$ cat config.mk
export PLATFORM = sky130hd
export DESIGN_NAME = tx_input_port
export DESIGN_NICKNAME = d
export VERILOG_FILES = /design/src/tx_align_pkg.sv /design/src/align_fifo.sv /design/src/edge_sync.sv /design/src/tx_input_port.sv
export SDC_FILE = /design/constraint.sdc
export NUM_CORES = 1
export LEC_CHECK = 0
export BUFFER_PORTS_ARGS = -buffer_cell sky130_fd_sc_hd__buf_2
export CORE_AREA = 2 2 109 137
export CTS_CLUSTER_DIAMETER = 150
export CTS_CLUSTER_SIZE = 28
export DETAILED_ROUTE_END_ITERATION = 10
export DIE_AREA = 0 0 111 139
export PLACE_DENSITY = 0.74
export SYNTH_ARGS = -nofsm -noshare
export SYNTH_HDL_FRONTEND = slang
export SYNTH_SLANG_ARGS = --single-unit
$ cat constraint.sdc
create_clock -name clk -period 3 [get_ports clk]
set_clock_uncertainty 0.1 [all_clocks]
set_input_delay 0.6 -clock clk [delete_from_list [all_inputs] [get_ports clk]]
set_output_delay 0.6 -clock clk [all_outputs]
set_load 0.01 [all_outputs]
$ cat src/tx_align_pkg.sv
/*
 * Package of the transmit input port: register offsets, field layout,
 * reset values, timing counts and the carrier types.
 * Assumes one 100 MHz system clock and a plain register port.
 */
package tx_align_pkg;
  // register offsets, byte addresses
  localparam logic [7:0] OFF_CTRL = 8'h00;
  localparam logic [7:0] OFF_STATUS = 8'h04;
  localparam logic [7:0] OFF_MASK = 8'h08;
  localparam logic [7:0] OFF_STATE = 8'h0C;
  // status event bit positions
  localparam int ST_OVERFLOW = 0;
  localparam int ST_UNDERFLOW = 1;
  localparam int ST_PASS = 2;
  localparam int ST_REF_LOST = 3;
  localparam int ST_W = 4;
  // state register fields
  localparam int SR_ERR = 0;
  localparam int SR_FAULT = 1;
  localparam int SR_PLL_DOWN = 2;
  localparam int SR_LEVEL = 4;
  // reset values
  localparam logic [8:0] CTRL_RST = 9'h11F;
  localparam logic [ST_W-1:0] MASK_RST = 4'h0;
  // timing
  localparam int CLK_MHZ = 100;
  localparam int REF_LOSS_NS = 320;
  localparam int REF_LOSS_CYC = (REF_LOSS_NS * CLK_MHZ + 999) / 1000;
  localparam int PASS_LEN_RX1 = 527;
  localparam int PASS_LEN_RX0 = 511;
  localparam int ALIGN_DEPTH = 4;
  // control latches, bit 0 is tx_clock_select
  typedef struct packed {
    logic align_buffer_reset;
    logic ref_half_rate;
    logic encoder_bypass;
    logic tx_rate_select;
    logic serial_out2_enable;
    logic serial_out1_enable;
    logic tx_selftest_enable_n;
    logic rx_clock_select;
    logic tx_clock_select;
  } ctrl_t;
  // how the encoder is to treat a character
  typedef enum logic [1:0] {
    KIND_DATA,
    KIND_SPECIAL,
    KIND_REPLACE,
    KIND_RAW
  } char_kind_t;
  typedef struct packed {
    char_kind_t kind;
    logic [9:0] bits;
  } tx_char_t;
endpackage : tx_align_pkg

$ cat src/align_fifo.sv
/*
 * Phase-align buffer: small FIFO with recentering and slip detection.
 * Assumes write and read strobes are one-cycle pulses on clk.
 */
module align_fifo #(
  parameter int W = 10,
  parameter int DEPTH = 4
) (
  input wire logic clk,
  input wire logic nrst,
  input wire logic recenter,
  input wire logic wr_en,
  input wire logic [W-1:0] wr_data,
  input wire logic rd_en,
  output logic [W-1:0] rd_data,
  output logic overflow,
  output logic underflow,
  output logic [$clog2(DEPTH):0] level
);
  localparam int AW = $clog2(DEPTH);
  // refuse a depth that the pointers cannot wrap cleanly
  if (DEPTH < 2 || (1 << AW) != DEPTH) begin : g_bad_depth
    $error("DEPTH must be a power of two");
  end
  logic [W-1:0] mem [DEPTH];
  logic [AW-1:0] wptr;
  logic [AW-1:0] rptr;
  wire full = (level == (AW+1)'(DEPTH));
  wire empty = (level == '0);
  wire do_wr = wr_en && (!full || rd_en);
  wire do_rd = rd_en && !empty;
  assign overflow = wr_en && full && !rd_en;
  assign underflow = rd_en && empty;
  assign rd_data = mem[rptr];
  // pointers; recenter puts the read side half a buffer behind
  always_ff @(posedge clk) begin
    if (!nrst || recenter) begin
      wptr <= AW'(DEPTH / 2);
      rptr <= '0;
      level <= (AW+1)'(DEPTH / 2);
    end else begin
      if (do_wr) wptr <= wptr + 1'b1;
      if (do_rd) rptr <= rptr + 1'b1;
      level <= level + (AW+1)'(do_wr) - (AW+1)'(do_rd);
    end
  end
  // storage
  always_ff @(posedge clk) begin
    if (do_wr) mem[wptr] <= wr_data;
  end
endmodule : align_fifo

$ cat src/edge_sync.sv
/*
 * Two-flop synchroniser with a third stage for edge detection.
 * Assumes d is asynchronous to clk.
 */
module edge_sync #(
  parameter int W = 1
) (
  input wire logic clk,
  input wire logic nrst,
  input wire logic [W-1:0] d,
  output logic [W-1:0] q,
  output logic [W-1:0] q_d,
  output logic [W-1:0] rise,
  output logic [W-1:0] fall
);
  logic [W-1:0] s1;
  // s1 is read by q only
  always_ff @(posedge clk) begin
    if (!nrst) begin
      s1 <= '0;
      q <= '0;
      q_d <= '0;
    end else begin
      s1 <= d;
      q <= s1;
      q_d <= q;
    end
  end
  // edges seen on the settled stages
  assign rise = q & ~q_d;
  assign fall = ~q & q_d;
endmodule : edge_sync

$ cat src/tx_input_port.sv
/*
 * Transmit parallel input port of one channel: capture, phase-align
 * buffer, character clock, self-test progress and error output.
 * Assumes pins and link clocks are asynchronous to clk; the register
 * port and word_sync_sent come from logic on clk.
 */
module tx_input_port
  import tx_align_pkg::*;
#(
  parameter int DEPTH = ALIGN_DEPTH
) (
  input wire logic clk,
  input wire logic nrst,
  input wire logic [7:0] addr,
  input wire logic [31:0] wdata,
  input wire logic wr,
  input wire logic rd,
  output logic [31:0] rdata,
  input wire logic ref_clock_in,
  input wire logic host_tx_clock_in,
  input wire logic [7:0] tx_char_in,
  input wire logic [1:0] tx_ctrl_in,
  input wire logic word_sync_sent,
  output tx_char_t tx_char_out,
  output logic tx_char_valid,
  output logic synth_tx_clock_out,
  output logic tx_path_error,
  output logic irq
);
  localparam int LW = $clog2(DEPTH) + 1;
  // refuse a depth that the buffer pointers cannot wrap cleanly
  if (DEPTH < 2 || (1 << $clog2(DEPTH)) != DEPTH) begin : g_bad_depth
    $error("DEPTH must be a power of two, two or more");
  end

  ctrl_t ctrl;
  logic [ST_W-1:0] status;
  logic [ST_W-1:0] mask;
  logic buf_fault;
  logic ref_lost;
  logic [7:0] loss_cnt;
  logic [9:0] pass_cnt;
  logic pass_pulse;
  logic [9:0] cap_word;
  logic [7:0] per_cnt;
  logic [7:0] half_per;
  logic [LW-1:0] level;
  logic [9:0] fifo_out;
  logic ovf;
  logic unf;

  // pin synchronisers
  logic ref_rise;
  logic ref_fall;
  logic host_rise;
  logic [9:0] pins_d;
  edge_sync #(.W(1)) u_ref_sync (
    .clk(clk),
    .nrst(nrst),
    .d(ref_clock_in),
    .q(),
    .q_d(),
    .rise(ref_rise),
    .fall(ref_fall)
  );
  edge_sync #(.W(1)) u_host_sync (
    .clk(clk),
    .nrst(nrst),
    .d(host_tx_clock_in),
    .q(),
    .q_d(),
    .rise(host_rise),
    .fall()
  );
  edge_sync #(.W(10)) u_pin_sync (
    .clk(clk),
    .nrst(nrst),
    .d({tx_ctrl_in, tx_char_in}),
    .q(),
    .q_d(pins_d),
    .rise(),
    .fall()
  );

  // register decode
  wire wr_ctrl = wr && (addr == OFF_CTRL);
  wire wr_mask = wr && (addr == OFF_MASK);
  wire rd_status = rd && (addr == OFF_STATUS);
  wire recenter = wr_ctrl && !wdata[8];
  wire host_sel = !ctrl.tx_clock_select;
  wire pll_down = !ctrl.serial_out1_enable && !ctrl.serial_out2_enable;
  wire selftest_on = !ctrl.tx_selftest_enable_n;

  // character clock from reference edges
  wire ref_edge = ref_rise || ref_fall;
  wire char_tick = ctrl.tx_rate_select ? ref_edge : ref_rise;
  // capture strobe for the selected interface clock
  wire ref_cap = (ctrl.ref_half_rate ? ref_edge : ref_rise);
  wire cap_strobe = host_sel ? host_rise : ref_cap;

  // phase-align buffer, used only with the host clock
  wire fifo_wr = host_sel && cap_strobe;
  wire fifo_rd = host_sel && char_tick && !pll_down;
  align_fifo #(.W(10), .DEPTH(DEPTH)) u_align (
    .clk(clk),
    .nrst(nrst),
    .recenter(recenter),
    .wr_en(fifo_wr),
    .wr_data(pins_d),
    .rd_en(fifo_rd),
    .rd_data(fifo_out),
    .overflow(ovf),
    .underflow(unf),
    .level(level)
  );

  wire slip_ovf = host_sel && ovf;
  wire slip_unf = host_sel && unf;
  wire [9:0] src = host_sel ? fifo_out : cap_word;
  wire [9:0] pass_end = ctrl.rx_clock_select ? 10'(PASS_LEN_RX1 - 1) : 10'(PASS_LEN_RX0 - 1);
  // at or past the end: a shorter period chosen mid-pass wraps at once
  wire pass_last = pass_cnt >= pass_end;
  wire [ST_W-1:0] events;
  assign events[ST_OVERFLOW] = slip_ovf;
  assign events[ST_UNDERFLOW] = slip_unf;
  assign events[ST_PASS] = selftest_on && char_tick && pass_last;
  assign events[ST_REF_LOST] = !ref_lost && !ref_edge && (loss_cnt == 8'(REF_LOSS_CYC - 1));
  wire fault_clear = word_sync_sent || recenter;
  wire next_error = pll_down || ref_lost || buf_fault || (selftest_on && pass_pulse);

  // kind of character for the encoder
  function automatic tx_char_t classify(input logic bypass, input logic [9:0] w);
    tx_char_t c;
    c.bits = w;
    if (bypass) c.kind = KIND_RAW;
    else if (w[9]) c.kind = KIND_REPLACE;
    else if (w[8]) c.kind = KIND_SPECIAL;
    else c.kind = KIND_DATA;
    return c;
  endfunction : classify

  // control register; align reset bit is stored as written
  always_ff @(posedge clk) begin
    if (!nrst) ctrl <= ctrl_t'(CTRL_RST);
    else if (wr_ctrl) ctrl <= ctrl_t'(wdata[8:0]);
  end

  // interrupt mask
  always_ff @(posedge clk) begin
    if (!nrst) mask <= MASK_RST;
    else if (wr_mask) mask <= wdata[ST_W-1:0];
  end

  // sticky status, read clears, a new event wins
  always_ff @(posedge clk) begin
    if (!nrst) status <= '0;
    else status <= (rd_status ? '0 : status) | events;
  end

  // read data one cycle after the strobe, zero when unmapped
  always_ff @(posedge clk) begin
    if (!nrst || !rd) rdata <= '0;
    else begin
      case (addr)
        OFF_CTRL: rdata <= {23'h0, ctrl};
        OFF_STATUS: rdata <= {28'h0, status};
        OFF_MASK: rdata <= {28'h0, mask};
        OFF_STATE: rdata <= {24'h0, 4'(level), 1'b0, pll_down, buf_fault, tx_path_error};
        default: rdata <= '0;
      endcase
    end
  end

  // input capture register for the reference path
  always_ff @(posedge clk) begin
    if (!nrst) cap_word <= '0;
    else if (cap_strobe) cap_word <= pins_d;
  end

  // buffer fault, set wins over clear
  always_ff @(posedge clk) begin
    if (!nrst) buf_fault <= 1'b0;
    else if (slip_ovf || slip_unf) buf_fault <= 1'b1;
    else if (fault_clear) buf_fault <= 1'b0;
  end

  // reference loss watchdog
  always_ff @(posedge clk) begin
    if (!nrst || ref_edge) begin
      loss_cnt <= '0;
      ref_lost <= 1'b0;
    end else if (!ref_lost) begin
      loss_cnt <= loss_cnt + 8'h01;
      ref_lost <= loss_cnt == 8'(REF_LOSS_CYC - 1);
    end
  end

  // self-test pass counter and one-character pulse
  always_ff @(posedge clk) begin
    if (!nrst || !selftest_on) begin
      pass_cnt <= '0;
      pass_pulse <= 1'b0;
    end else if (char_tick) begin
      pass_cnt <= pass_last ? 10'h000 : pass_cnt + 10'h001;
      pass_pulse <= pass_last;
    end
  end

  // character handed to the encoder once per character time
  always_ff @(posedge clk) begin
    if (!nrst) begin
      tx_char_out <= '0;
      tx_char_valid <= 1'b0;
    end else begin
      tx_char_valid <= char_tick && !pll_down;
      if (char_tick && !pll_down) tx_char_out <= classify(ctrl.encoder_bypass, src);
    end
  end

  // synthesized clock: high at each tick, low halfway
  always_ff @(posedge clk) begin
    if (!nrst) begin
      per_cnt <= '0;
      half_per <= '0;
      synth_tx_clock_out <= 1'b0;
    end else if (char_tick) begin
      per_cnt <= 8'h01;
      half_per <= {1'b0, per_cnt[7:1]};
      synth_tx_clock_out <= !pll_down;
    end else begin
      if (per_cnt != 8'hFF) per_cnt <= per_cnt + 8'h01;
      if (per_cnt >= half_per) synth_tx_clock_out <= 1'b0;
    end
  end

  // error output and interrupt, registered on clk
  always_ff @(posedge clk) begin
    if (!nrst) begin
      tx_path_error <= 1'b0;
      irq <= 1'b0;
    end else begin
      tx_path_error <= next_error;
      irq <= |(status & mask);
    end
  end

  // checks
  AST_PLL_DOWN: assert property (@(posedge clk) disable iff (!nrst)
    pll_down |=> tx_path_error) else $error("error low while pll down");
  AST_REF_LOST: assert property (@(posedge clk) disable iff (!nrst)
    $rose(ref_lost) |=> tx_path_error) else $error("error low on lost ref");
  AST_FAULT_SET: assert property (@(posedge clk) disable iff (!nrst)
    (slip_ovf || slip_unf) |=> buf_fault ##1 tx_path_error)
    else $error("slip not reported");
  AST_FAULT_HOLD: assert property (@(posedge clk) disable iff (!nrst)
    buf_fault && !fault_clear |=> buf_fault) else $error("fault dropped early");
  AST_RECENTER: assert property (@(posedge clk) disable iff (!nrst)
    recenter && !slip_ovf && !slip_unf |=> !buf_fault && level == LW'(DEPTH / 2))
    else $error("recenter failed");
  AST_CAPTURE: assert property (@(posedge clk) disable iff (!nrst)
    cap_strobe |=> cap_word == $past(pins_d)) else $error("capture missed");
  AST_SELECT: assert property (@(posedge clk) disable iff (!nrst)
    host_rise && !ref_edge && !host_sel |-> !cap_strobe) else $error("wrong capture clock");
  AST_BYPASS: assert property (@(posedge clk) disable iff (!nrst)
    char_tick && !pll_down && ctrl.encoder_bypass |=>
    tx_char_out.kind == KIND_RAW && tx_char_out.bits == $past(src))
    else $error("bypass word wrong");
  AST_PASS_PULSE: assert property (@(posedge clk) disable iff (!nrst)
    selftest_on && char_tick && pass_last && !pll_down && !ref_lost |=>
    pass_pulse ##1 tx_path_error) else $error("no pass pulse");
  AST_PASS_COUNT: assert property (@(posedge clk) disable iff (!nrst)
    selftest_on && char_tick && !pass_last |=> pass_cnt == $past(pass_cnt) + 10'h001)
    else $error("pass count skipped");

  // error output timing and its sources
  AST_ERR_REG: assert property (@(posedge clk) disable iff (!nrst)
    1'b1 |=> tx_path_error == $past(next_error))
    else $error("error not registered");
  AST_ERR_IDLE: assert property (@(posedge clk) disable iff (!nrst)
    !pll_down && !ref_lost && !buf_fault && !pass_pulse |=> !tx_path_error)
    else $error("error high with no source");
  AST_LOSS_TIME: assert property (@(posedge clk) disable iff (!nrst)
    !ref_edge && !ref_lost && loss_cnt == 8'(REF_LOSS_CYC - 1) |=> ref_lost)
    else $error("reference loss not flagged");
  AST_FAULT_CLEAR: assert property (@(posedge clk) disable iff (!nrst)
    buf_fault && fault_clear && !slip_ovf && !slip_unf |=> !buf_fault)
    else $error("fault not cleared");
  AST_HOST_ONLY: assert property (@(posedge clk) disable iff (!nrst)
    !host_sel |-> !events[ST_OVERFLOW] && !events[ST_UNDERFLOW])
    else $error("slip flagged on reference capture");
  AST_PASS_HOLD: assert property (@(posedge clk) disable iff (!nrst)
    selftest_on && pass_pulse && !char_tick |=> pass_pulse)
    else $error("pass pulse cut short");

  // character clock, capture edges and gating
  AST_HALF_RATE: assert property (@(posedge clk) disable iff (!nrst)
    !host_sel && ctrl.ref_half_rate && ref_fall |-> cap_strobe)
    else $error("falling reference edge not sampled");
  AST_VALID_GATE: assert property (@(posedge clk) disable iff (!nrst)
    pll_down |=> !tx_char_valid)
    else $error("character passed while pll down");
  AST_SYNTH_TICK: assert property (@(posedge clk) disable iff (!nrst)
    char_tick && !pll_down |=> synth_tx_clock_out && tx_char_valid)
    else $error("clock out missed a tick");
  AST_CHAR_HOLD: assert property (@(posedge clk) disable iff (!nrst)
    !(char_tick && !pll_down) |=> $stable(tx_char_out))
    else $error("character changed between ticks");

  // sticky status and interrupt
  AST_STATUS_SET: assert property (@(posedge clk) disable iff (!nrst)
    |events |=> (status & $past(events)) == $past(events))
    else $error("event not kept in status");
  AST_IRQ: assert property (@(posedge clk) disable iff (!nrst)
    |(status & mask) |=> irq)
    else $error("interrupt missing");

  COV_SLIP: cover property (@(posedge clk) disable iff (!nrst) slip_ovf || slip_unf);
  COV_PASS: cover property (@(posedge clk) disable iff (!nrst) events[ST_PASS]);
  COV_CLEAR: cover property (@(posedge clk) disable iff (!nrst)
    buf_fault ##1 !buf_fault);
  COV_IRQ: cover property (@(posedge clk) disable iff (!nrst) $rose(irq));
  COV_HALF: cover property (@(posedge clk) disable iff (!nrst)
    ctrl.ref_half_rate && ref_fall && cap_strobe);
endmodule : tx_input_port
After elaboration in Yosys (flattened, before gate mapping)
Memories as Yosys holds them, arrays and structs flattened. A register that Yosys moved wholly into a read port is not among the register bits.
Cells that the tools add are included.
{"block": "totals", "mem_count": 1, "mem_bits_rw": 40, "latch_bits": 0, "romBits": 0, "ff_bits": 154, "wordCells": 138}
{"name": "u_align.mem", "depth": 4, "width": 10, "rd": 1, "rd_ports_with_merged_regs": 1, "write_ports": 1, "line_no": "align_fifo.sv:25", "text": "logic [W-1:0] mem [DEPTH];"}
{"block": "classes", "eq_ne": 6, "add_sub_neg": 7, "order_cmp": 2, "bitwise": 9, "div_mod_pow": 0, "mux": 22, "reduce_logical": 52, "multipliers": 0, "shift": 0}
{"cell": "9-bit one-hot mux with 4 select lines", "count": 1}
{"cell": "10-bit two-way mux", "count": 3}
{"cell": "1-bit logical AND", "count": 21}
{"cell": "8-bit by 1-bit adder with 8-bit output (second input constant)", "count": 2}
{"cell": "8-bit by 4-bit equality test with 1-bit output (second input constant)", "count": 2}
{"cell": "1-bit zero test", "count": 13}
{"cell": "1-bit two-way mux", "count": 13}
{"cell": "1-bit logical OR", "count": 11}
{"cell": "10-bit by 1-bit adder with 10-bit output (second input constant)", "count": 1}
{"cell": "10-bit >= comparator", "count": 1}
{"cell": "8-bit by 3-bit equality test with 1-bit output (second input constant)", "count": 1}
{"cell": "8-bit by 5-bit equality test with 1-bit output (second input constant)", "count": 1}
{"cell": "8-bit by 7-bit >= comparator with 1-bit output", "count": 1}
{"cell": "8-bit zero test", "count": 1}
{"cell": "2-bit two-way mux", "count": 4}
{"cell": "8-bit inequality test (second input constant)", "count": 1}
{"cell": "2-bit nonzero test", "count": 3}
{"cell": "2-bit by 1-bit adder with 2-bit output (second input constant)", "count": 2}
{"cell": "4-bit bitwise AND", "count": 1}
{"cell": "4-bit two-way mux", "count": 1}
{"cell": "1-bit inverter", "count": 4}
{"cell": "4-bit OR", "count": 1}
{"cell": "4-bit OR reduction", "count": 1}
{"cell": "3-bit by 1-bit adder with 3-bit output", "count": 1}
{"cell": "5 further kinds", "count": 7}

Depth between registers and ports, before layout
Gate-level depths: netlist of the first run.
{"block": "logic_depth", "word_depth": 11, "ltp_mapped": 13, "ltp_nobuf": 13}

Cells and area by module
From an unflattened synthesis of the first run, not the netlist that was laid out.
{"block": "unflattened", "hier_cells": 655, "area_unflattened_um2": 7272.0}
{"mod": "tx_input_port", "cells_each": 449, "area_each_um2": 4222.8, "n_inst": 1}
{"mod": "align_fifo", "cells_each": 107, "area_each_um2": 1925.6, "n_inst": 1}
{"mod": "edge_sync (u_pin_sync)", "cells_each": 83, "area_each_um2": 940.9, "n_inst": 1}
{"mod": "edge_sync (u_host_sync ...)", "cells_each": 8, "area_each_um2": 91.3, "n_inst": 2}

Worst setup path before layout of the first run
OpenSTA, ideal clock, no wires.
{"block": "synth_timing", "path_type": "reg-to-reg", "startpoint": "register u_ref_sync.q_d", "endpoint": "register u_align.level[2]", "synth_period_minus_slack_ns": 2.755, "n_path_buf": 0, "required_ns": 2.764, "stages_incl_launch_ff": 14, "setup_time_ns": 0.136, "t_arrival_ns": 2.519, "slack_ns": 0.245, "cell_sequence": "dfxtp_1 -> inv_1 -> ha_1 -> nor2b_1 -> o22ai_1 -> nor3_1 -> ha_1 -> inv_1 -> ha_1 -> inv_1 -> fa_1 -> xor2_1 -> xnor2_1 -> nor2_1"}
{"block": "synth_via", "elab_cells_between_ends": 15}
{"item": "from (decl)", "line_no": "edge_sync.sv:12", "text": "output logic [W-1:0] q_d,"}
{"item": "from (signal assigned)", "line_no": "edge_sync.sv:26", "text": "q_d <= q;"}
{"item": "1-bit inverter", "line_no": "edge_sync.sv:30", "text": "assign rise = q & ~q_d;"}
{"item": "1-bit bitwise AND", "line_no": "edge_sync.sv:30"}
{"item": "1-bit logical OR", "line_no": "tx_input_port.sv:95", "text": "wire ref_edge = ref_rise || ref_fall;"}
{"item": "1-bit two-way mux (*)", "line_no": "tx_input_port.sv:96", "text": "wire char_tick = ctrl.tx_rate_select ? ref_edge : ref_rise;"}
{"item": "1-bit logical AND (*) (2 in a row)", "line_no": "tx_input_port.sv:103", "text": "wire fifo_rd = host_sel && char_tick && !pll_down;"}
{"item": "1-bit logical AND (*)", "line_no": "align_fifo.sv:31", "text": "wire do_rd = rd_en && !empty;"}
{"item": "net u_align.do_rd", "line_no": "align_fifo.sv:31"}
{"item": "3-bit by 1-bit subtractor with 3-bit output (*)", "line_no": "align_fifo.sv:44", "text": "level <= level + (AW+1)'(do_wr) - (AW+1)'(do_rd);"}
{"item": "to (signal assigned)", "line_no": "align_fifo.sv:40", "text": "level <= (AW+1)'(DEPTH / 2);"}
{"item": "to (signal assigned)", "line_no": "align_fifo.sv:44"}
{"item": "to (decl)", "line_no": "align_fifo.sv:18", "text": "output logic [$clog2(DEPTH):0] level"}
Mark *: on every way through the listed nets, which the timed path passes. The rest lies on a longest branch.
A chain may end at the register's enable or synchronous reset.

Worst setup path in the final report of the first run
{"block": "layout_timing", "startpoint": "register u_ref_sync.q_d", "endpoint": "register u_align.level[2]"}
{"block": "layout_via", "elab_chain_len": 10, "elab_cells_between_ends": 15}
{"item": "1-bit inverter", "line_no": "edge_sync.sv:30"}
{"item": "1-bit bitwise AND", "line_no": "edge_sync.sv:30"}
{"item": "1-bit logical OR", "line_no": "tx_input_port.sv:95"}
{"item": "1-bit two-way mux", "line_no": "tx_input_port.sv:96"}
{"item": "1-bit logical AND (2 in a row)", "line_no": "tx_input_port.sv:103"}
{"item": "1-bit logical OR", "line_no": "align_fifo.sv:30", "text": "wire do_wr = wr_en && (!full || rd_en);"}
{"item": "1-bit logical AND (*)", "line_no": "align_fifo.sv:30"}
{"item": "net u_align.do_wr", "line_no": "align_fifo.sv:30"}
{"item": "3-bit by 1-bit adder with 3-bit output (*)", "line_no": "align_fifo.sv:44"}
{"item": "3-bit by 1-bit subtractor with 3-bit output (*)", "line_no": "align_fifo.sv:44"}
Marks and branches as above.

==> results of run 1 <==
[worst max-delay path: cells and delay by family (launching register included)]
family / cells / cell delay, ns
buffers and inverters: 3 / 0.29
AOI/OAI and AO/OA: 2 / 0.49
xor gates and xnor gates: 2 / 0.33
and+or+nand+nor: 2 / 0.26
DFF: 1 / 0.31
adders and majority gates: 3 / 0.93
[stage by stage]
stage                     cell area, um^2  cells  power [uW]  util (%)  setup slack (ns)
after floorplan                      7130    657        2610         -             0.245
after global placement               7470    859        2650      52.8             0.264
after detailed placement             7470    859        2650      52.8             0.165
after CTS                            8050    891        4750      56.8             0.150
after global routing                 8050    891        4880      56.9            0.0255
final                                8050    891        4720      56.9             0.180
[synthesized netlist by cell type (3+ instances only)]
cell type  instances  area share [%]
a211oi_1           6            0.64
a21boi_0          11             1.2
a21o_1             3            0.32
a21oi_1           20             1.4
a22oi_1            3            0.32
and2_1            46             4.1
buf_1              4            0.21
buf_4             23             2.5
clkbuf_1          20             1.1
dfxtp_1          133              38
edfxtp_1          40              17
ha_1              24             4.3
inv_1             23             1.2
mux2i_1           36             5.1
mux4_2            13             4.2
nand2_1           48             2.6
nand2b_1           5            0.44
nand3_1           19             1.3
nand4_1            9            0.80
nor2_1            40             2.1
nor2b_1           27             2.4
nor3_1             8            0.57
nor4b_1            3            0.37
o21ai_0           15             1.1
o22ai_1            5            0.44
xnor2_1            8            0.99
xor2_1            10             1.2
[per-layer routing]
metal / part of all wire [%] / up-vias / global-route usage (%)
li1: - / 2309 / -
met5: 0 / - / 0
met4: 1.6 / 0 / 7.04
met1: 43 / 2218 / 21.4
met2: 52 / 88 / 33.4
met3: 3.3 / 23 / 5.11
[where the power goes]
group	total [uW]	internal [uW]	switching [uW]	leakage (uW)
registers	2430	2410	20.4	0.00145
clock network	2120	1140	977	0.000282
logic	171	70.9	100	0.00151
total	4720	3620	1100	0.00324
[state kept, by name (all words and copies together), names as in the netlist, 2 cells and up, named ones only]
| name | cells |
|---|---|
| u_align.wptr | 2 |
| half_per | 7 |
| tx_char_out | 12 |
| cap_word | 10 |
| u_pin_sync.s1 | 10 |
| pass_cnt | 10 |
| per_cnt | 8 |
| u_pin_sync.q_d | 10 |
| ctrl | 9 |
| u_align.rptr | 2 |
| u_align.mem | 40 |
| u_pin_sync.q | 10 |
| u_align.level | 3 |
| rdata | 9 |
| status | 4 |
| loss_cnt | 8 |
| mask | 4 |
[worst paths after layout]
check / start / to / slack [ns] / depth (start not counted)
worst min-delay path: tx_char_in[6] / u_pin_sync.s1[6]$_SDFF_PN0_ / 0.27 / 2
worst max register to register: u_ref_sync.q_d$_SDFF_PN0_ / u_align.level[2]$_SDFF_PP0_ / 0.18 / 12
worst min register to register: u_pin_sync.s1[1]$_SDFF_PN0_ / u_pin_sync.q[1]$_SDFF_PN0_ / 0.33 / 1
worst max-delay path: u_ref_sync.q_d$_SDFF_PN0_ / u_align.level[2]$_SDFF_PP0_ / 0.18 / 12
[kinds of logic (layout without fill, tap and decap cells)]
logic type | Yosys count | after routing
adders and majority gates | 25 | 25
and+or+nand+nor | 216 | 216
DFF | 173 | 173
buffers and inverters | 72 | 128
xor gates and xnor gates | 18 | 18
muxes | 50 | 50
other | 1 | 23
AOI/OAI and AO/OA | 80 | 80
[layout make-up]
cell class	count	share of cell area, %
Multi-Input combinational cell	412	36.0
Sequential cell	173	48.0
Clock buffer	18	5.59
Inverter	23	1.07
Timing Repair Buffer	73	5.00
Clock inverter	14	1.54
Tap cell	178	2.77
==> impl_metrics.xml, run 1 <==
<?xml version="1.0" encoding="UTF-8"?>
<metrics>
  <group name="logic_synthesis">
    <metric name="syn_area_cell" unit="um^2">11.1</metric>
    <metric name="ys_warn_count" unit="">0</metric>
    <metric name="compound_gate_fraction_of_synth_area" unit="%">7.71</metric>
    <metric name="synth_top_flop_cell" unit="">dfxtp_1</metric>
    <metric name="synth_sequential_area_ratio" unit="%">54.8</metric>
    <metric name="synth.area.mux_share" unit="%">9.43</metric>
    <metric name="largest_family_of_logic_cells_by_synthesized_area" unit="">simple AND/OR/NAND/NOR gates</metric>
    <metric name="synth_simple_gate_area_share" unit="%">16.0</metric>
    <metric name="synthDistinctLibCells" unit="">54</metric>
    <metric name="post_synth_xor_area_fraction" unit="%">2.24</metric>
    <metric name="synthArstFlopShare" unit="%">0</metric>
    <metric name="postSynthRegisterBits" unit="">173</metric>
    <metric name="share_of_synthesized_cell_area_in_full_adder_half_adder_and_majority_cells" unit="%">4.55</metric>
    <metric name="synth_area" unit="mm^2">0.00704</metric>
    <metric name="post_synth_inst_count" unit="">635</metric>
    <metric name="edff_count_synth" unit="">40</metric>
  </group>
  <group name="clock_tree">
    <metric name="clock_path_buffers" unit="">2</metric>
    <metric name="clock_tree_sinks" unit="">173</metric>
    <metric name="holdBufCountCts" unit="">0</metric>
    <metric name="clock_tree.htree_level_count" unit="">4</metric>
    <metric name="setup_fix_buffers_added_after_clock_tree_synthesis" unit="">0</metric>
    <metric name="cts-buffers-inserted" unit="">17</metric>
    <metric name="clockRootBuffer" unit="">clkbuf_16</metric>
    <metric name="post_cts.resized_instances" unit="">0</metric>
    <metric name="clkTransAtPathRegs" unit="ns">0.07</metric>
    <metric name="tritoncts" unit="">done</metric>
    <metric name="clock_latency" unit="ns">0.43</metric>
  </group>
  <group name="timing">
    <metric name="finalHoldViolations" unit="">0</metric>
    <metric name="report.final.slew_viol_count" unit="">0</metric>
    <metric name="min_period_over_period" unit="%">94.0</metric>
    <metric name="rsz_0062_raised_after_global_routing" unit="">false</metric>
    <metric name="min_period" unit="ns">2.82</metric>
    <metric name="worst-slew-pin-transition" unit="ns">0.671</metric>
    <metric name="hold-worst-slack" unit="ns">0.269</metric>
    <metric name="setup_viol" unit="">0</metric>
    <metric name="final.setup.tns" unit="ns">0</metric>
    <metric name="fmaxAchievable" unit="MHz">355</metric>
    <metric name="relative_max_transition_margin" unit="%">55.3</metric>
  </group>
  <group name="placed_design">
    <metric name="dp_hpwl" unit="um">9650</metric>
    <metric name="port-buffer-count" unit="">58</metric>
    <metric name="finalWeightedCongestion" unit="">0.835</metric>
  </group>
  <group name="final_layout">
    <metric name="area_taken_by_multi_input_logic_gates" unit="mm^2">0.00290</metric>
    <metric name="antenna_cells_inserted" unit="">0</metric>
    <metric name="commonest_cells_after_routing_fill_and_taps_aside" unit="">dfxtp_1, buf_2, nand2_1, and2_1</metric>
    <metric name="area_growth_syn_to_layout" unit="%">14.3</metric>
    <metric name="layout_fillers" unit="">1160</metric>
    <metric name="ff_latch_area" unit="mm^2">0.00386</metric>
    <metric name="nNetsFinal" unit="">782</metric>
    <metric name="layout.cells.most_common" unit="">dfxtp_1</metric>
    <metric name="final_layout_size_suffix_gt1_share" unit="%">17.5</metric>
  </group>
  <group name="drt">
    <metric name="ant_nets" unit="">0</metric>
    <metric name="drtIter0Drc" unit="">246</metric>
    <metric name="route.vias.total" unit="">4638</metric>
    <metric name="routedWlPerCell" unit="um">15.6</metric>
    <metric name="via_per_inst" unit="">5.21</metric>
    <metric name="routed_wirelength" unit="um">13900</metric>
    <metric name="drcViolationCount" unit="">0</metric>
    <metric name="first_pass_detailed_route_iteration_total" unit="">4</metric>
  </group>
  <group name="pwr">
    <metric name="ir_worst_vdd" unit="mV">0.419</metric>
    <metric name="total_leakage_power" unit="uW">0.00324</metric>
    <metric name="pwr_density_cell" unit="mW/mm^2">586</metric>
  </group>
  <group name="worst_setup_path">
    <metric name="crit_path_end_kind" unit="">flop</metric>
    <metric name="cp-start-kind" unit="">flop</metric>
    <metric name="critical_path.slowest_cell" unit="">fa_1</metric>
    <metric name="timing.critical_path.cells" unit="">inv_1 &gt; ha_1 &gt; nor2b_1 &gt; o22ai_1 &gt; buf_4 &gt; a311oi_2 &gt; ha_1 &gt; inv_1 &gt; fa_1 &gt; xor2_1 &gt; xnor2_1 &gt; nor2_1</metric>
    <metric name="worstPathMaxFanout" unit="">8</metric>
    <metric name="max_stage_delay" unit="ns">0.36</metric>
    <metric name="endpoint_arrival_time_on_the_critical_path" unit="ns">3.05</metric>
    <metric name="timing.critical_path.required" unit="ns">3.23</metric>
    <metric name="timing_worst_setup_path_type" unit="">reg2reg</metric>
  </group>
  <group name="die">
    <metric name="die_y" unit="um">139</metric>
    <metric name="core_area" unit="mm^2">0.0142</metric>
    <metric name="ios" unit="">105</metric>
    <metric name="floorplan.die_area" unit="mm^2">0.0154</metric>
    <metric name="initial_utilization" unit="%">49.7</metric>
    <metric name="row_count" unit="">49</metric>
    <metric name="die_w" unit="um">111</metric>
  </group>
  <group name="grt">
    <metric name="grt_overflow_total" unit="">0</metric>
    <metric name="first_global_vias" unit="">4688</metric>
    <metric name="initial_antenna_violation_count" unit="">0</metric>
    <metric name="total_global_route_track_usage" unit="%">18.7</metric>
    <metric name="global_route_wire_length_before_repair" unit="um">23000</metric>
    <metric name="grt_start_max_net_pins" unit="">58</metric>
  </group>
  <group name="min_path">
    <metric name="min-delay-path-class" unit="">in2reg</metric>
  </group>
  <group name="flow_run">
    <metric name="drv.max_cap_violation_count" unit="">0</metric>
  </group>
  <group name="status">
    <metric name="run_status" unit="">finished, final reports clean</metric>
  </group>
</metrics>
No activity file was read; power rests on OpenSTA's default activity.
==> inputs of run 2 (changes only) <==
--- a/config.mk
+++ b/config.mk
@@ -6,12 +6,13 @@
 export NUM_CORES = 1
 export LEC_CHECK = 0
 export BUFFER_PORTS_ARGS = -buffer_cell sky130_fd_sc_hd__buf_2
-export CORE_AREA = 2 2 109 137
+export CORE_AREA = 2 2 106 134
 export CTS_CLUSTER_DIAMETER = 150
 export CTS_CLUSTER_SIZE = 28
 export DETAILED_ROUTE_END_ITERATION = 10
-export DIE_AREA = 0 0 111 139
-export PLACE_DENSITY = 0.74
+export DIE_AREA = 0 0 108 136
+export PLACE_DENSITY = 0.76
 export SYNTH_ARGS = -nofsm -noshare
 export SYNTH_HDL_FRONTEND = slang
+export SYNTH_HIERARCHICAL = 1
 export SYNTH_SLANG_ARGS = --single-unit
==> constraint.sdc (replaced) <==
create_clock -name clk -period 3.1 [get_ports clk]
set_clock_uncertainty 0.1 [all_clocks]
set_input_delay 0.62 -clock clk [delete_from_list [all_inputs] [get_ports clk]]
set_output_delay 0.62 -clock clk [all_outputs]
set_load 0.01 [all_outputs]
==> run 2 against run 1 <==
Against the previous run:
- cell count down 0.45%
- core utilization up 3.2 points
- sequential share of layout area down 0.36 points
- fmax down 5.1%
- register-to-register slack worse by 0.05 ns
- critical path type unchanged
- synthesized cell count down 0.16%
- count of clock-buffer cells in the layout up 1
- sequential power down 3%
- critical endpoint is now u_align/level[2]$_SDFF_PP0_
- largest cell class unchanged
- global-route usage up 0.84 points
- critical path depth up 3
==> impl_metrics.xml, run 2 <==
<?xml version="1.0" encoding="UTF-8"?>
<metrics>
  <group name="worst_setup_path">
    <metric name="worstPathMaxFanout" unit="">3</metric>
    <metric name="worst_r2r_endpoint" unit="">u_align/level[2]$_SDFF_PP0_</metric>
    <metric name="rr_startpoint" unit="">u_ref_sync/q_d$_SDFF_PN0_</metric>
    <metric name="r2r_cells" unit="">15</metric>
    <metric name="timing_worst_setup_path_type" unit="">reg2reg</metric>
    <metric name="reg2reg_setup_slack" unit="ns">0.13</metric>
    <metric name="cp-start-kind" unit="">flop</metric>
    <metric name="endpoint_arrival_time_on_the_critical_path" unit="ns">3.18</metric>
    <metric name="timing.critical_path.required" unit="ns">3.31</metric>
    <metric name="crit_path_end_kind" unit="">flop</metric>
  </group>
  <group name="clock_tree">
    <metric name="clock_latency" unit="ns">0.43</metric>
    <metric name="clkTransAtPathRegs" unit="ns">0.07</metric>
    <metric name="tritoncts" unit="">done</metric>
    <metric name="clock_tree.htree_level_count" unit="">4</metric>
    <metric name="clock_path_buffers" unit="">2</metric>
    <metric name="setup_fix_buffers_added_after_clock_tree_synthesis" unit="">0</metric>
    <metric name="holdBufCountCts" unit="">0</metric>
    <metric name="cts-buffers-inserted" unit="">17</metric>
    <metric name="clock_tree_sinks" unit="">173</metric>
    <metric name="clockRootBuffer" unit="">clkbuf_16</metric>
  </group>
  <group name="die">
    <metric name="floorplan.die_area" unit="mm^2">0.0147</metric>
    <metric name="die_w" unit="um">108</metric>
    <metric name="ios" unit="">105</metric>
    <metric name="initial_utilization" unit="%">52.8</metric>
    <metric name="die_y" unit="um">136</metric>
    <metric name="row_count" unit="">48</metric>
    <metric name="core_area" unit="mm^2">0.0135</metric>
  </group>
  <group name="drt">
    <metric name="route.vias.total" unit="">4710</metric>
    <metric name="met2_length" unit="um">7190</metric>
    <metric name="top_signal_layer_used" unit="">met4</metric>
    <metric name="first_pass_detailed_route_iteration_total" unit="">6</metric>
    <metric name="routedWlPerCell" unit="um">15.3</metric>
    <metric name="met3RoutedLength" unit="um">662</metric>
    <metric name="drcViolationCount" unit="">0</metric>
    <metric name="drtIter0Drc" unit="">309</metric>
    <metric name="met1_length" unit="um">5510</metric>
    <metric name="routed_wirelength" unit="um">13600</metric>
    <metric name="ant_nets" unit="">0</metric>
    <metric name="via_per_inst" unit="">5.31</metric>
  </group>
  <group name="final_layout">
    <metric name="layout_fillers" unit="">1124</metric>
    <metric name="ff_latch_area" unit="mm^2">0.00386</metric>
    <metric name="registers.top_by_ff_count" unit="">u_align/mem</metric>
    <metric name="area_taken_by_multi_input_logic_gates" unit="mm^2">0.00300</metric>
    <metric name="final_layout_size_suffix_gt1_share" unit="%">20.5</metric>
    <metric name="layout.cells.most_common" unit="">dfxtp_1</metric>
    <metric name="flip_flop_count_of_the_largest_register_after_layout" unit="">40</metric>
    <metric name="area_growth_syn_to_layout" unit="%">13.6</metric>
    <metric name="commonest_cells_after_routing_fill_and_taps_aside" unit="">dfxtp_1, buf_2, nand2_1, edfxtp_1, mux2i_1</metric>
    <metric name="antenna_cells_inserted" unit="">0</metric>
    <metric name="nNetsFinal" unit="">780</metric>
    <metric name="biggestRegsByFlops" unit="">u_align/mem x40, tx_char_out x12</metric>
  </group>
  <group name="grt">
    <metric name="grt_overflow_total" unit="">0</metric>
    <metric name="grt_start_max_net_pins" unit="">50</metric>
    <metric name="global_route_wire_length_before_repair" unit="um">22200</metric>
    <metric name="total_global_route_track_usage" unit="%">19.6</metric>
    <metric name="first_global_vias" unit="">4649</metric>
    <metric name="initial_antenna_violation_count" unit="">0</metric>
  </group>
  <group name="pwr">
    <metric name="share_comb_of_total_power" unit="%">3.8</metric>
    <metric name="power.share.switching" unit="%">22.5</metric>
    <metric name="ir_worst_vdd" unit="mV">0.333</metric>
    <metric name="part_of_the_power_in_registers" unit="%">52.2</metric>
    <metric name="clkPwrFrac" unit="%">44.0</metric>
    <metric name="internal-power" unit="uW">3490</metric>
    <metric name="net-switching-power" unit="uW">1020</metric>
    <metric name="pwr_density_cell" unit="mW/mm^2">556</metric>
    <metric name="total_leakage_power" unit="uW">0.00352</metric>
  </group>
  <group name="min_path">
    <metric name="whs_endpoint" unit="">buf_fault$_SDFFE_PN0P_</metric>
    <metric name="min-delay-path-class" unit="">in2reg</metric>
    <metric name="hold_path.startpoint" unit="">word_sync_sent</metric>
    <metric name="number_of_cells_on_the_worst_hold_path" unit="">2</metric>
  </group>
  <group name="timing">
    <metric name="min_period_over_period" unit="%">95.9</metric>
    <metric name="final.setup.tns" unit="ns">0</metric>
    <metric name="setup_viol" unit="">0</metric>
    <metric name="finalHoldViolations" unit="">0</metric>
    <metric name="report.final.slew_viol_count" unit="">0</metric>
    <metric name="min_period" unit="ns">2.97</metric>
    <metric name="post-route-worst-setup-slack" unit="ns">0.127</metric>
    <metric name="fmaxAchievable" unit="MHz">336</metric>
    <metric name="worst-slew-pin-transition" unit="ns">0.584</metric>
    <metric name="rsz_0062_raised_after_global_routing" unit="">false</metric>
    <metric name="relative_max_transition_margin" unit="%">61.1</metric>
  </group>
  <group name="logic_synthesis">
    <metric name="ys_warn_count" unit="">6</metric>
    <metric name="synth_area" unit="mm^2">0.00714</metric>
    <metric name="syn_area_cell" unit="um^2">11.3</metric>
    <metric name="post_synth_inst_count" unit="">634</metric>
  </group>
  <group name="placed_design">
    <metric name="dp_slack" unit="ns">0.150</metric>
    <metric name="finalWeightedCongestion" unit="">0.837</metric>
    <metric name="port-buffer-count" unit="">58</metric>
    <metric name="dp_hpwl" unit="um">9530</metric>
  </group>
  <group name="status">
    <metric name="run_status" unit="">finished, final reports clean</metric>
  </group>
  <group name="flow_run">
    <metric name="drv.max_cap_violation_count" unit="">0</metric>
  </group>
</metrics>
-- run 2: changes by cell type in the layout (fill, tap and decap cells not counted), sizes merged, moves of 5 or more --
cell and delta:
and3 +7, o211a +9, nand2 -5, o22ai -5, nor2b +6, nor2 -5, a21oi -5, nand4 -7
-- run 2: routing by layer --
layer | global-route usage [%] | vias up
li1 | - | 2294
met1 | 22.1 | 2277
met2 | 34.9 | 117
met3 | 5.75 | 22
met4 | 6.84 | 0
met5 | 0 | -
-- run 2: power groups by stage --
stage | logic, uW | registers, uW | clock network (uW)
after floorplan | 128 | 2400 | 0
after global placement | 164 | 2400 | 0
after detailed placement | 169 | 2400 | 0
after CTS | 170 | 2350 | 2030
after global routing | 188 | 2360 | 2120
final | 170 | 2350 | 1990
-- run 2: timing repair --
item / in CTS / in global routing
hold endpoints to repair: 0 / 0
resized for setup: 0 / 1
setup endpoints to repair: 0 / 2
-- run 2: per-stage QoR --
step                      power [uW]  instance area, um^2  utilization [%]  cells  hold slack [ns]
final                           4510                 8110             60.0    887            0.292
after global routing            4660                 8110             60.0    887            0.273
after floorplan                 2530                 7220                -    656            0.306
after CTS                       4550                 8110             60.0    887            0.275
after detailed placement        2570                 7560             55.9    855            0.316
after global placement          2570                 7560             55.9    855            0.309
-- run 2: final cells by class --
type	instances	share of cell area, %
timing repair buffer	72	4.87
multi-input combinational	415	37.0
inverter	20	0.925
tap	175	2.70
clock buffer	19	5.58
sequential	173	47.6
clock inverter	13	1.28
-- run 2: worst max-delay path: stages (launching register included) --
cell      delay (ns)
dfxtp_1         0.31
nor2b_1         0.14
nand2_1         0.08
nand2b_1        0.07
o21ai_1         0.15
nor2_1          0.10
or4b_1          0.51
and2_4          0.19
inv_1           0.05
ha_1            0.12
inv_1           0.04
ha_1            0.18
fa_1            0.38
xnor2_1         0.21
xnor2_1         0.17
nor2_1          0.06
-- run 2: worst max-delay path by stage --
stage / startpoint / endpoint / slack (ns)
floorplan: u_ref_sync/q$_SDFF_PN0_ / u_align/level[1]$_SDFF_PP1_ / 0.16
global placement: u_ref_sync/q$_SDFF_PN0_ / u_align/level[1]$_SDFF_PP1_ / 0.20
detailed placement: u_ref_sync/q$_SDFF_PN0_ / u_align/level[1]$_SDFF_PP1_ / 0.15
CTS: u_ref_sync/q$_SDFF_PN0_ / u_align/level[2]$_SDFF_PP0_ / 0.1
global route: u_ref_sync/q_d$_SDFF_PN0_ / u_align/level[2]$_SDFF_PP0_ / 0.005
finish: u_ref_sync/q_d$_SDFF_PN0_ / u_align/level[2]$_SDFF_PP0_ / 0.13
